[src/pkg/blit_cfg_pkg.sv]
// Register map, field layout, op codes and carrier types of the blit setup
package blit_cfg_pkg;

	localparam int ADDR_W = 12;
	localparam int IDX_W = 10;

	// Register indices; byte address is four times the index
	localparam logic [IDX_W-1:0] IDX_CTRL = 10'h100;
	localparam logic [IDX_W-1:0] IDX_FMT = 10'h101;
	localparam logic [IDX_W-1:0] IDX_OPSEL = 10'h103;
	localparam logic [IDX_W-1:0] IDX_SRC0 = 10'h104;
	localparam logic [IDX_W-1:0] IDX_SRC1 = 10'h105;
	localparam logic [IDX_W-1:0] IDX_SRC2 = 10'h106;
	localparam logic [IDX_W-1:0] IDX_DST0 = 10'h108;
	localparam logic [IDX_W-1:0] IDX_DST1 = 10'h109;
	localparam logic [IDX_W-1:0] IDX_DST2 = 10'h10A;
	localparam logic [IDX_W-1:0] IDX_WID0 = 10'h110;
	localparam logic [IDX_W-1:0] IDX_WID1 = 10'h111;

	// Field positions and widths
	localparam int START_BIT = 7;
	localparam int BUSY_BIT = 7;
	localparam int RSVD_FLAG_BIT = 3;
	localparam int DEPTH_BIT = 0;
	localparam int OP_W = 4;
	localparam int XADDR_W = 21;
	localparam int HIGH_ADDR_W = 5;
	localparam int WIDTH_W = 10;
	localparam int WID_HIGH_W = 2;

	// Reset values
	localparam logic [OP_W-1:0] OPSEL_RST = 4'h0;
	localparam logic [XADDR_W-1:0] ADDR_RST = 21'h000000;
	localparam logic [WIDTH_W-1:0] WIDTH_RST = 10'h000;
	localparam logic DEPTH_RST = 1'b0;

	// Operation codes
	localparam logic [OP_W-1:0] OP_WRITE_ROP = 4'h0;
	localparam logic [OP_W-1:0] OP_READ = 4'h1;
	localparam logic [OP_W-1:0] OP_MOVE_POS = 4'h2;
	localparam logic [OP_W-1:0] OP_MOVE_NEG = 4'h3;
	localparam logic [OP_W-1:0] OP_TWRITE = 4'h4;
	localparam logic [OP_W-1:0] OP_TMOVE = 4'h5;
	localparam logic [OP_W-1:0] OP_PAT_ROP = 4'h6;
	localparam logic [OP_W-1:0] OP_PAT_TRANS = 4'h7;
	localparam logic [OP_W-1:0] OP_CEXP = 4'h8;
	localparam logic [OP_W-1:0] OP_CEXP_TRANS = 4'h9;
	localparam logic [OP_W-1:0] OP_MOVE_CEXP = 4'hA;
	localparam logic [OP_W-1:0] OP_MOVE_CEXP_T = 4'hB;
	localparam logic [OP_W-1:0] OP_SOLID = 4'hC;

	typedef enum {ST_IDLE, ST_RUN} state_t;

	typedef struct packed {
		logic valid;
		logic hostWrite;
		logic hostRead;
		logic memMove;
		logic negDir;
		logic transparent;
		logic patternFill;
		logic colorExpand;
		logic solidFill;
	} op_class_t;

	typedef struct packed {
		logic [OP_W-1:0] op;
		op_class_t cls;
		logic [XADDR_W-1:0] srcAddr;
		logic [XADDR_W-1:0] dstAddr;
		logic [WIDTH_W-1:0] widthM1;
		logic depth16;
	} job_t;

	typedef struct packed {
		logic [XADDR_W-1:0] base;
		logic [2:0] line;
		logic [3:0] pix;
	} pattern_t;

endpackage

[src/rtl/blit_operation_and_address_setup.sv]
// Blit operation selector, address registers and job launch sequencer
`timescale 1ns/1ns
module blit_operation_and_address_setup (
	input wire logic core_clk,
	input wire logic reset,
	input wire logic clkEn,
	input wire logic wb_cyc_i,
	input wire logic wb_stb_i,
	input wire logic wb_we_i,
	input wire logic [blit_cfg_pkg::ADDR_W-1:0] wb_adr_i,
	input wire logic [3:0] wb_sel_i,
	input wire logic [31:0] wb_dat_i,
	output logic [31:0] wb_dat_o,
	output logic wb_ack_o,
	output logic jobActive,
	output blit_cfg_pkg::job_t job,
	output blit_cfg_pkg::pattern_t pattern,
	input wire logic engineDone
);

	function automatic logic [blit_cfg_pkg::IDX_W-1:0] wordIdx(
		input logic [blit_cfg_pkg::ADDR_W-1:0] a);
		return a[blit_cfg_pkg::ADDR_W-1:2];
	endfunction

	function automatic blit_cfg_pkg::op_class_t decodeOp(
		input logic [blit_cfg_pkg::OP_W-1:0] op);
		blit_cfg_pkg::op_class_t c;
		c = '0;
		c.valid = 1'b1;
		case (op)
			blit_cfg_pkg::OP_WRITE_ROP: c.hostWrite = 1'b1;
			blit_cfg_pkg::OP_READ: c.hostRead = 1'b1;
			blit_cfg_pkg::OP_MOVE_POS: c.memMove = 1'b1;
			blit_cfg_pkg::OP_MOVE_NEG: begin
				c.memMove = 1'b1;
				c.negDir = 1'b1;
			end
			blit_cfg_pkg::OP_TWRITE: begin
				c.hostWrite = 1'b1;
				c.transparent = 1'b1;
			end
			blit_cfg_pkg::OP_TMOVE: begin
				c.memMove = 1'b1;
				c.transparent = 1'b1;
			end
			blit_cfg_pkg::OP_PAT_ROP: c.patternFill = 1'b1;
			blit_cfg_pkg::OP_PAT_TRANS: begin
				c.patternFill = 1'b1;
				c.transparent = 1'b1;
			end
			blit_cfg_pkg::OP_CEXP: begin
				c.hostWrite = 1'b1;
				c.colorExpand = 1'b1;
			end
			blit_cfg_pkg::OP_CEXP_TRANS: begin
				c.hostWrite = 1'b1;
				c.colorExpand = 1'b1;
				c.transparent = 1'b1;
			end
			blit_cfg_pkg::OP_MOVE_CEXP: begin
				c.memMove = 1'b1;
				c.colorExpand = 1'b1;
			end
			blit_cfg_pkg::OP_MOVE_CEXP_T: begin
				c.memMove = 1'b1;
				c.colorExpand = 1'b1;
				c.transparent = 1'b1;
			end
			blit_cfg_pkg::OP_SOLID: c.solidFill = 1'b1;
			default: c = '0;
		endcase
		return c;
	endfunction

	logic busReq;
	logic wrEn;
	logic [blit_cfg_pkg::IDX_W-1:0] idx;
	logic [31:0] readMux;
	logic next_ack;
	logic [31:0] next_datOut;

	logic [blit_cfg_pkg::OP_W-1:0] opSel, next_opSel;
	logic [blit_cfg_pkg::XADDR_W-1:0] srcAddr, next_srcAddr;
	logic [blit_cfg_pkg::XADDR_W-1:0] dstAddr, next_dstAddr;
	logic [blit_cfg_pkg::WIDTH_W-1:0] widthM1, next_widthM1;
	logic depth16, next_depth16;

	blit_cfg_pkg::state_t state, next_state;
	blit_cfg_pkg::job_t next_job;
	blit_cfg_pkg::op_class_t opCls;
	logic rsvdFlag, next_rsvdFlag;
	logic startReq;

	assign busReq = wb_cyc_i && wb_stb_i;
	assign idx = wordIdx(wb_adr_i);
	// Writes land on the edge that samples ack high
	assign wrEn = busReq && wb_ack_o && wb_we_i && wb_sel_i[0];
	assign startReq = wrEn && idx == blit_cfg_pkg::IDX_CTRL
		&& wb_dat_i[blit_cfg_pkg::START_BIT];
	assign opCls = decodeOp(opSel);
	assign jobActive = state == blit_cfg_pkg::ST_RUN;

	// Read view; unmapped and reserved bits read zero
	always_comb begin
		readMux = 32'h00000000;
		case (idx)
			blit_cfg_pkg::IDX_CTRL: begin
				readMux[blit_cfg_pkg::BUSY_BIT] = jobActive;
				readMux[blit_cfg_pkg::RSVD_FLAG_BIT] = rsvdFlag;
			end
			blit_cfg_pkg::IDX_FMT: readMux[blit_cfg_pkg::DEPTH_BIT] = depth16;
			blit_cfg_pkg::IDX_OPSEL: readMux[3:0] = opSel;
			blit_cfg_pkg::IDX_SRC0: readMux[7:0] = srcAddr[7:0];
			blit_cfg_pkg::IDX_SRC1: readMux[7:0] = srcAddr[15:8];
			blit_cfg_pkg::IDX_SRC2: readMux[4:0] = srcAddr[20:16];
			blit_cfg_pkg::IDX_DST0: readMux[7:0] = dstAddr[7:0];
			blit_cfg_pkg::IDX_DST1: readMux[7:0] = dstAddr[15:8];
			blit_cfg_pkg::IDX_DST2: readMux[4:0] = dstAddr[20:16];
			blit_cfg_pkg::IDX_WID0: readMux[7:0] = widthM1[7:0];
			blit_cfg_pkg::IDX_WID1: readMux[1:0] = widthM1[9:8];
			default: readMux = 32'h00000000;
		endcase
	end

	// Bus slave: ack one cycle after request, one cycle long
	always_comb begin
		next_ack = busReq && !wb_ack_o;
		next_datOut = wb_dat_o;
		if (busReq && !wb_ack_o) begin
			next_datOut = readMux;
		end
	end

	always_ff @(posedge core_clk) begin
		if (reset) begin
			wb_ack_o <= 1'b0;
			wb_dat_o <= 32'h00000000;
		end else if (clkEn) begin
			wb_ack_o <= next_ack;
			wb_dat_o <= next_datOut;
		end
	end

	// Register file writes
	always_comb begin
		next_opSel = opSel;
		next_srcAddr = srcAddr;
		next_dstAddr = dstAddr;
		next_widthM1 = widthM1;
		next_depth16 = depth16;
		if (wrEn) begin
			case (idx)
				blit_cfg_pkg::IDX_FMT:
					next_depth16 = wb_dat_i[blit_cfg_pkg::DEPTH_BIT];
				blit_cfg_pkg::IDX_OPSEL: next_opSel = wb_dat_i[3:0];
				blit_cfg_pkg::IDX_SRC0: next_srcAddr[7:0] = wb_dat_i[7:0];
				blit_cfg_pkg::IDX_SRC1: next_srcAddr[15:8] = wb_dat_i[7:0];
				blit_cfg_pkg::IDX_SRC2:
					next_srcAddr[20:16] = wb_dat_i[4:0];
				blit_cfg_pkg::IDX_DST0: next_dstAddr[7:0] = wb_dat_i[7:0];
				blit_cfg_pkg::IDX_DST1: next_dstAddr[15:8] = wb_dat_i[7:0];
				blit_cfg_pkg::IDX_DST2:
					next_dstAddr[20:16] = wb_dat_i[4:0];
				blit_cfg_pkg::IDX_WID0: next_widthM1[7:0] = wb_dat_i[7:0];
				blit_cfg_pkg::IDX_WID1:
					next_widthM1[9:8] = wb_dat_i[1:0];
				default: next_opSel = opSel;
			endcase
		end
	end

	always_ff @(posedge core_clk) begin
		if (reset) begin
			opSel <= blit_cfg_pkg::OPSEL_RST;
			srcAddr <= blit_cfg_pkg::ADDR_RST;
			dstAddr <= blit_cfg_pkg::ADDR_RST;
			widthM1 <= blit_cfg_pkg::WIDTH_RST;
			depth16 <= blit_cfg_pkg::DEPTH_RST;
		end else if (clkEn) begin
			opSel <= next_opSel;
			srcAddr <= next_srcAddr;
			dstAddr <= next_dstAddr;
			widthM1 <= next_widthM1;
			depth16 <= next_depth16;
		end
	end

	// Launch sequencer: snapshot the setup at start
	always_comb begin
		next_state = state;
		next_job = job;
		next_rsvdFlag = rsvdFlag;
		case (state)
			blit_cfg_pkg::ST_IDLE: begin
				if (startReq && opCls.valid) begin
					next_state = blit_cfg_pkg::ST_RUN;
					next_rsvdFlag = 1'b0;
					next_job.op = opSel;
					next_job.cls = opCls;
					next_job.srcAddr = srcAddr;
					next_job.dstAddr = dstAddr;
					next_job.widthM1 = widthM1;
					next_job.depth16 = depth16;
					if (opCls.hostWrite) begin
						next_job.srcAddr = {20'h00000, srcAddr[0]};
					end
				end else if (startReq) begin
					next_rsvdFlag = 1'b1;
				end
			end
			blit_cfg_pkg::ST_RUN: begin
				if (engineDone) begin
					next_state = blit_cfg_pkg::ST_IDLE;
				end
			end
			default: next_state = blit_cfg_pkg::ST_IDLE;
		endcase
	end

	always_ff @(posedge core_clk) begin
		if (reset) begin
			state <= blit_cfg_pkg::ST_IDLE;
			job <= '0;
			rsvdFlag <= 1'b0;
		end else if (clkEn) begin
			state <= next_state;
			job <= next_job;
			rsvdFlag <= next_rsvdFlag;
		end
	end

	blit_pattern_split split (
		.srcAddr(job.srcAddr),
		.depth16(job.depth16),
		.pattern(pattern)
	);
endmodule

[src/rtl/blit_pattern_split.sv]
// Splits the pattern-fill source address into base, line and pixel parts
`timescale 1ns/1ns
module blit_pattern_split (
	input wire logic [blit_cfg_pkg::XADDR_W-1:0] srcAddr,
	input wire logic depth16,
	output blit_cfg_pkg::pattern_t pattern
);

	always_comb begin
		if (depth16) begin
			pattern.base = {srcAddr[20:7], 7'h00};
			pattern.line = srcAddr[6:4];
			pattern.pix = srcAddr[3:0];
		end else begin
			pattern.base = {srcAddr[20:6], 6'h00};
			pattern.line = srcAddr[5:3];
			pattern.pix = {1'b0, srcAddr[2:0]};
		end
	end

endmodule

[config.mk]
export PLATFORM = sky130hd
export DESIGN_NAME = blit_operation_and_address_setup
export DESIGN_NICKNAME = d
export VERILOG_FILES = /design/src/pkg/blit_cfg_pkg.sv /design/src/rtl/blit_operation_and_address_setup.sv /design/src/rtl/blit_pattern_split.sv
export SDC_FILE = /design/constraint.sdc
export NUM_CORES = 1
export LEC_CHECK = 0
export BUFFER_PORTS_ARGS = -buffer_cell sky130_fd_sc_hd__buf_2
export CORE_MARGIN = 5
export CORE_UTILIZATION = 30
export CTS_BUF_LIST = sky130_fd_sc_hd__clkbuf_16
export CTS_CLUSTER_SIZE = 14
export DETAILED_ROUTE_END_ITERATION = 12
export HOLD_SLACK_MARGIN = 0.05
export PLACE_DENSITY = 0.58
export SKIP_LAST_GASP = 1
export SLEW_MARGIN = 25
export SYNTH_ARGS = -nofsm -noshare
export SYNTH_HDL_FRONTEND = slang
export SYNTH_SLANG_ARGS = --single-unit
[constraint.sdc]
create_clock -name core_clk -period 1.6 [get_ports core_clk]
set_input_delay 0.16 -clock core_clk [delete_from_list [all_inputs] [get_ports core_clk]]
set_output_delay 0.16 -clock core_clk [all_outputs]
set_load 0.01 [all_outputs]
==> impl_metrics.tcl <==
set metrics [dict create \
    timing.rr.end "job[36]" \
    cts_tree "built" \
    cts_buffers 17 \
    postPlaceCellArea_um2 7800 \
    final_cells 1190 \
    power_leakage_nw 3.31 \
    yosys-top-cells-area "dfxtp_1 42%, a21oi_1 7.3%, buf_4 6.0%, o21ai_0 5.1%, nand3_1 4.9%" \
    fp.coreArea_um2 21100 \
    synth-main-ff-cell "dfxtp_1" \
    viasPerCell 5.44 \
    setup-violations-final 45 \
    hp-class "in -> reg" \
    portBuffers 123 \
    wl_per_cell_um 19.4 \
    skew_ns 0.0108 \
    violations "setup timing" \
    clockBufferDepth 2 \
    vias 6477 \
    yosys_warnings 0 \
    cts_sinks 134 \
    clk_latency_ns 0.42 \
    rr_worst_depth 7 \
    dp_slack_ns -0.315 \
    cap_violations 0 \
    min_delay_path_depth 3 \
    cts_root_buf "clkbuf_16" \
    dr.pass1.iters 5 \
    p_int_mw 5.91 \
    antenna_found_initial 1 \
    grt_usage_pct 18.2 \
    ir_drop_mv 0.666 \
    synth_most_common_cell "dfxtp_1" \
    comb_power_share_pct 6.3 \
    grt_pass1_wl_mm 34.9 \
    ios 183 \
    place_congestion 0.943 \
    power_mw 7.65 \
    setup_tns_ns -1.71 \
    path_max_fanout 20 \
    slowest_stage "dfxtp_4" \
    critPathMostFrequentCell "buf_4" \
    std_cell_rows 53 \
    power_density_nw_per_um2 876 \
    dieArea_um2 24500 \
    drc 0 \
    yosys-top-cells-count "134 x dfxtp_1, 94 x a21oi_1, 66 x o21ai_0" \
    grt_max_degree 63 \
    synth_edf_count 0 \
    max_clock_freq_mhz 601 \
    pwr-share-clk_pct 49.8 \
    yosysUniqueCellTypes 60 \
    finalHoldViolations 0 \
    rsz0062_at_grt "true" \
    synth_area_um2 6430 \
    path_class "reg -> reg" \
    ant_nets 0 \
    rrSetupSlack_ns -0.07 \
    critPathRequiredTime_ns 1.96 \
    synth_area_per_cell_um2 8.62 \
    seqPwrFrac_pct 43.9 \
    fin_nets 958 \
    reg2reg_from "state[0]" \
    post-route-period-util_pct 104 \
    grt_pass1_vias 5999 \
    die_h_um 156 \
    finalWorstPathRequiredPeriod_ns 1.67 \
    syn_to_final_growth_pct 35.8 \
    die_x_um 156 \
    finalMaxSlewViolations 0 \
    switching_share_pct 22.8 \
    switchingPower_mw 1.74 \
    htreeDepth 4 \
    worstPathCellList "nor4b_4 > buf_4 > nand2_1 > buf_4 > a2111oi_4 > buf_12 > a22o_1" \
    synth_top_cell_by_area "dfxtp_1" \
    synth_top_area_share_pct 41.7 \
    critPathArrivalTime_ns 2.03 \
    drive_gt1_share_pct 35.2 \
    setup_ws_ns -0.0651 \
    synth-seq-cells 134 \
    status "complete, but fails checks" \
    overflow 0 \
    min_from "wb_dat_i[5]" \
    start_util_pct 30.5 \
    dp_cells 1155 \
    ys_seq_area_share_pct 41.7 \
    antenna_cells 0 \
    drtIter0Drc 449 \
    cts.reportedPaths.clkPinSlew_ns 0.06 \
    whs_endpoint "dstAddr[5]" \
    syn_inst 746 \
    design_area_um2 8740 \
    ys_async_sr_fraction_pct 0 \
    cp-end-kind "flop" \
    hpwl_mm 16.9 \
    critPathLaunchType "flop" \
    slowest_delay_ns 0.37 \
    finalWirelength_mm 23.1 \
]
[final cells by class]
cell class	count	area, um2
Fill cell	2183	12300
Multi-Input combinational cell	517	3560
Sequential cell	134	2690
Timing Repair Buffer	229	1560
Clock buffer	17	425
Tap cell	275	344
Clock inverter	14	146
Inverter	4	15.0
[sequential cells by signal, summed over array words and instances, names as in the netlist]
signal / cells
job: 66
state: 1
wb_ack_o: 1
widthM1: 10
rsvdFlag: 1
dstAddr: 21
depth16: 1
opSel: 4
srcAddr: 21
wb_dat_o: 8
[power by group through the flow]
stage	clock (mW)	combinational [mW]	sequential [mW]
2_1_floorplan	0	0.274	3.43
3_5_place_dp	0	0.458	3.43
3_3_place_gp	0	0.458	3.43
4_1_cts	3.88	0.472	3.36
6_report	3.81	0.482	3.36
5_1_grt	4.03	0.512	3.36
[per-layer routing]
metal  wire (um)  GRT usage (%)  up-vias
met1       10500           25.7     3165
met3        1530           3.73       37
met5          11              0        -
met4         457           5.62        2
li1            -              -     3053
met2       10600           28.1      220
[worst max-delay path by stage]
stage                     start      end  slack, ns  depth (start not counted)
floorplan           wb_adr_i[6]  job[44]      -0.10                          6
global placement       state[0]  job[46]      -0.35                          7
detailed placement     state[0]  job[62]      -0.31                          6
CTS                    state[0]  job[48]      -0.08                          7
global route           state[0]  job[40]      -0.16                          7
finish                 state[0]  job[36]      -0.07                          7
[cell usage in the layout (no fill, tap or decap), types with 3 or more instances in the layout]
master,instances
buf_6,3
clkbuf_16,17
and4_1,4
buf_12,10
a31oi_1,13
mux2_2,3
inv_1,8
nand4_1,31
mux2i_1,12
buf_2,123
o221a_2,3
nor2b_1,7
a221oi_1,5
nor4_4,4
o21ai_0,63
dfxtp_1,131
o31ai_4,11
conb_1,30
o32ai_1,4
o31ai_2,15
clkinvlp_4,3
a22o_1,27
clkinv_2,3
o21ai_1,3
nand3_1,61
a32oi_1,3
or2_2,4
nand2_1,30
nand3b_1,11
a211oi_1,4
nand2b_1,9
a21oi_1,94
bufinv_16,3
a22oi_1,5
buf_4,90
nor2_1,9
dlygate4sd3_1,3
[timing repair]
action,in CTS,in global routing
hold buffers,3,0
gates resized for setup,37,29
setup buffers,2,0
endpoints found under the hold margin,2,0
endpoints found under the setup margin,68,96
pin swaps,6,3
[worst max-delay path: cells and delay by family (launching register included)]
kind	cells	cell delay, ns
simple gates	2	0.32
flops	1	0.37
compound gates	2	0.38
buf+inv	3	0.52
[cell families (layout without fill, tap and decap cells)]
logic type | count (synthesis) | after routing | share of synthesized area, %
buffers and inverters | 124 | 264 | 10.6
DFF | 134 | 134 | 41.7
and+or+nand+nor | 208 | 208 | 19.6
muxes | 15 | 15 | 2.39
other | 1 | 30 | 0.0583
AOI/OAI and AO/OA | 264 | 264 | 25.7
[stage by stage]
stage,hold slack [ns],utilization (%)
6_report,0.0739,41.4
5_1_grt,0.0694,41.4
4_1_cts,0.0564,40.7
3_5_place_dp,0.451,37.0
3_3_place_gp,0.440,37.0
2_1_floorplan,0.308,-
No activity file was read; power rests on OpenSTA's default activity.
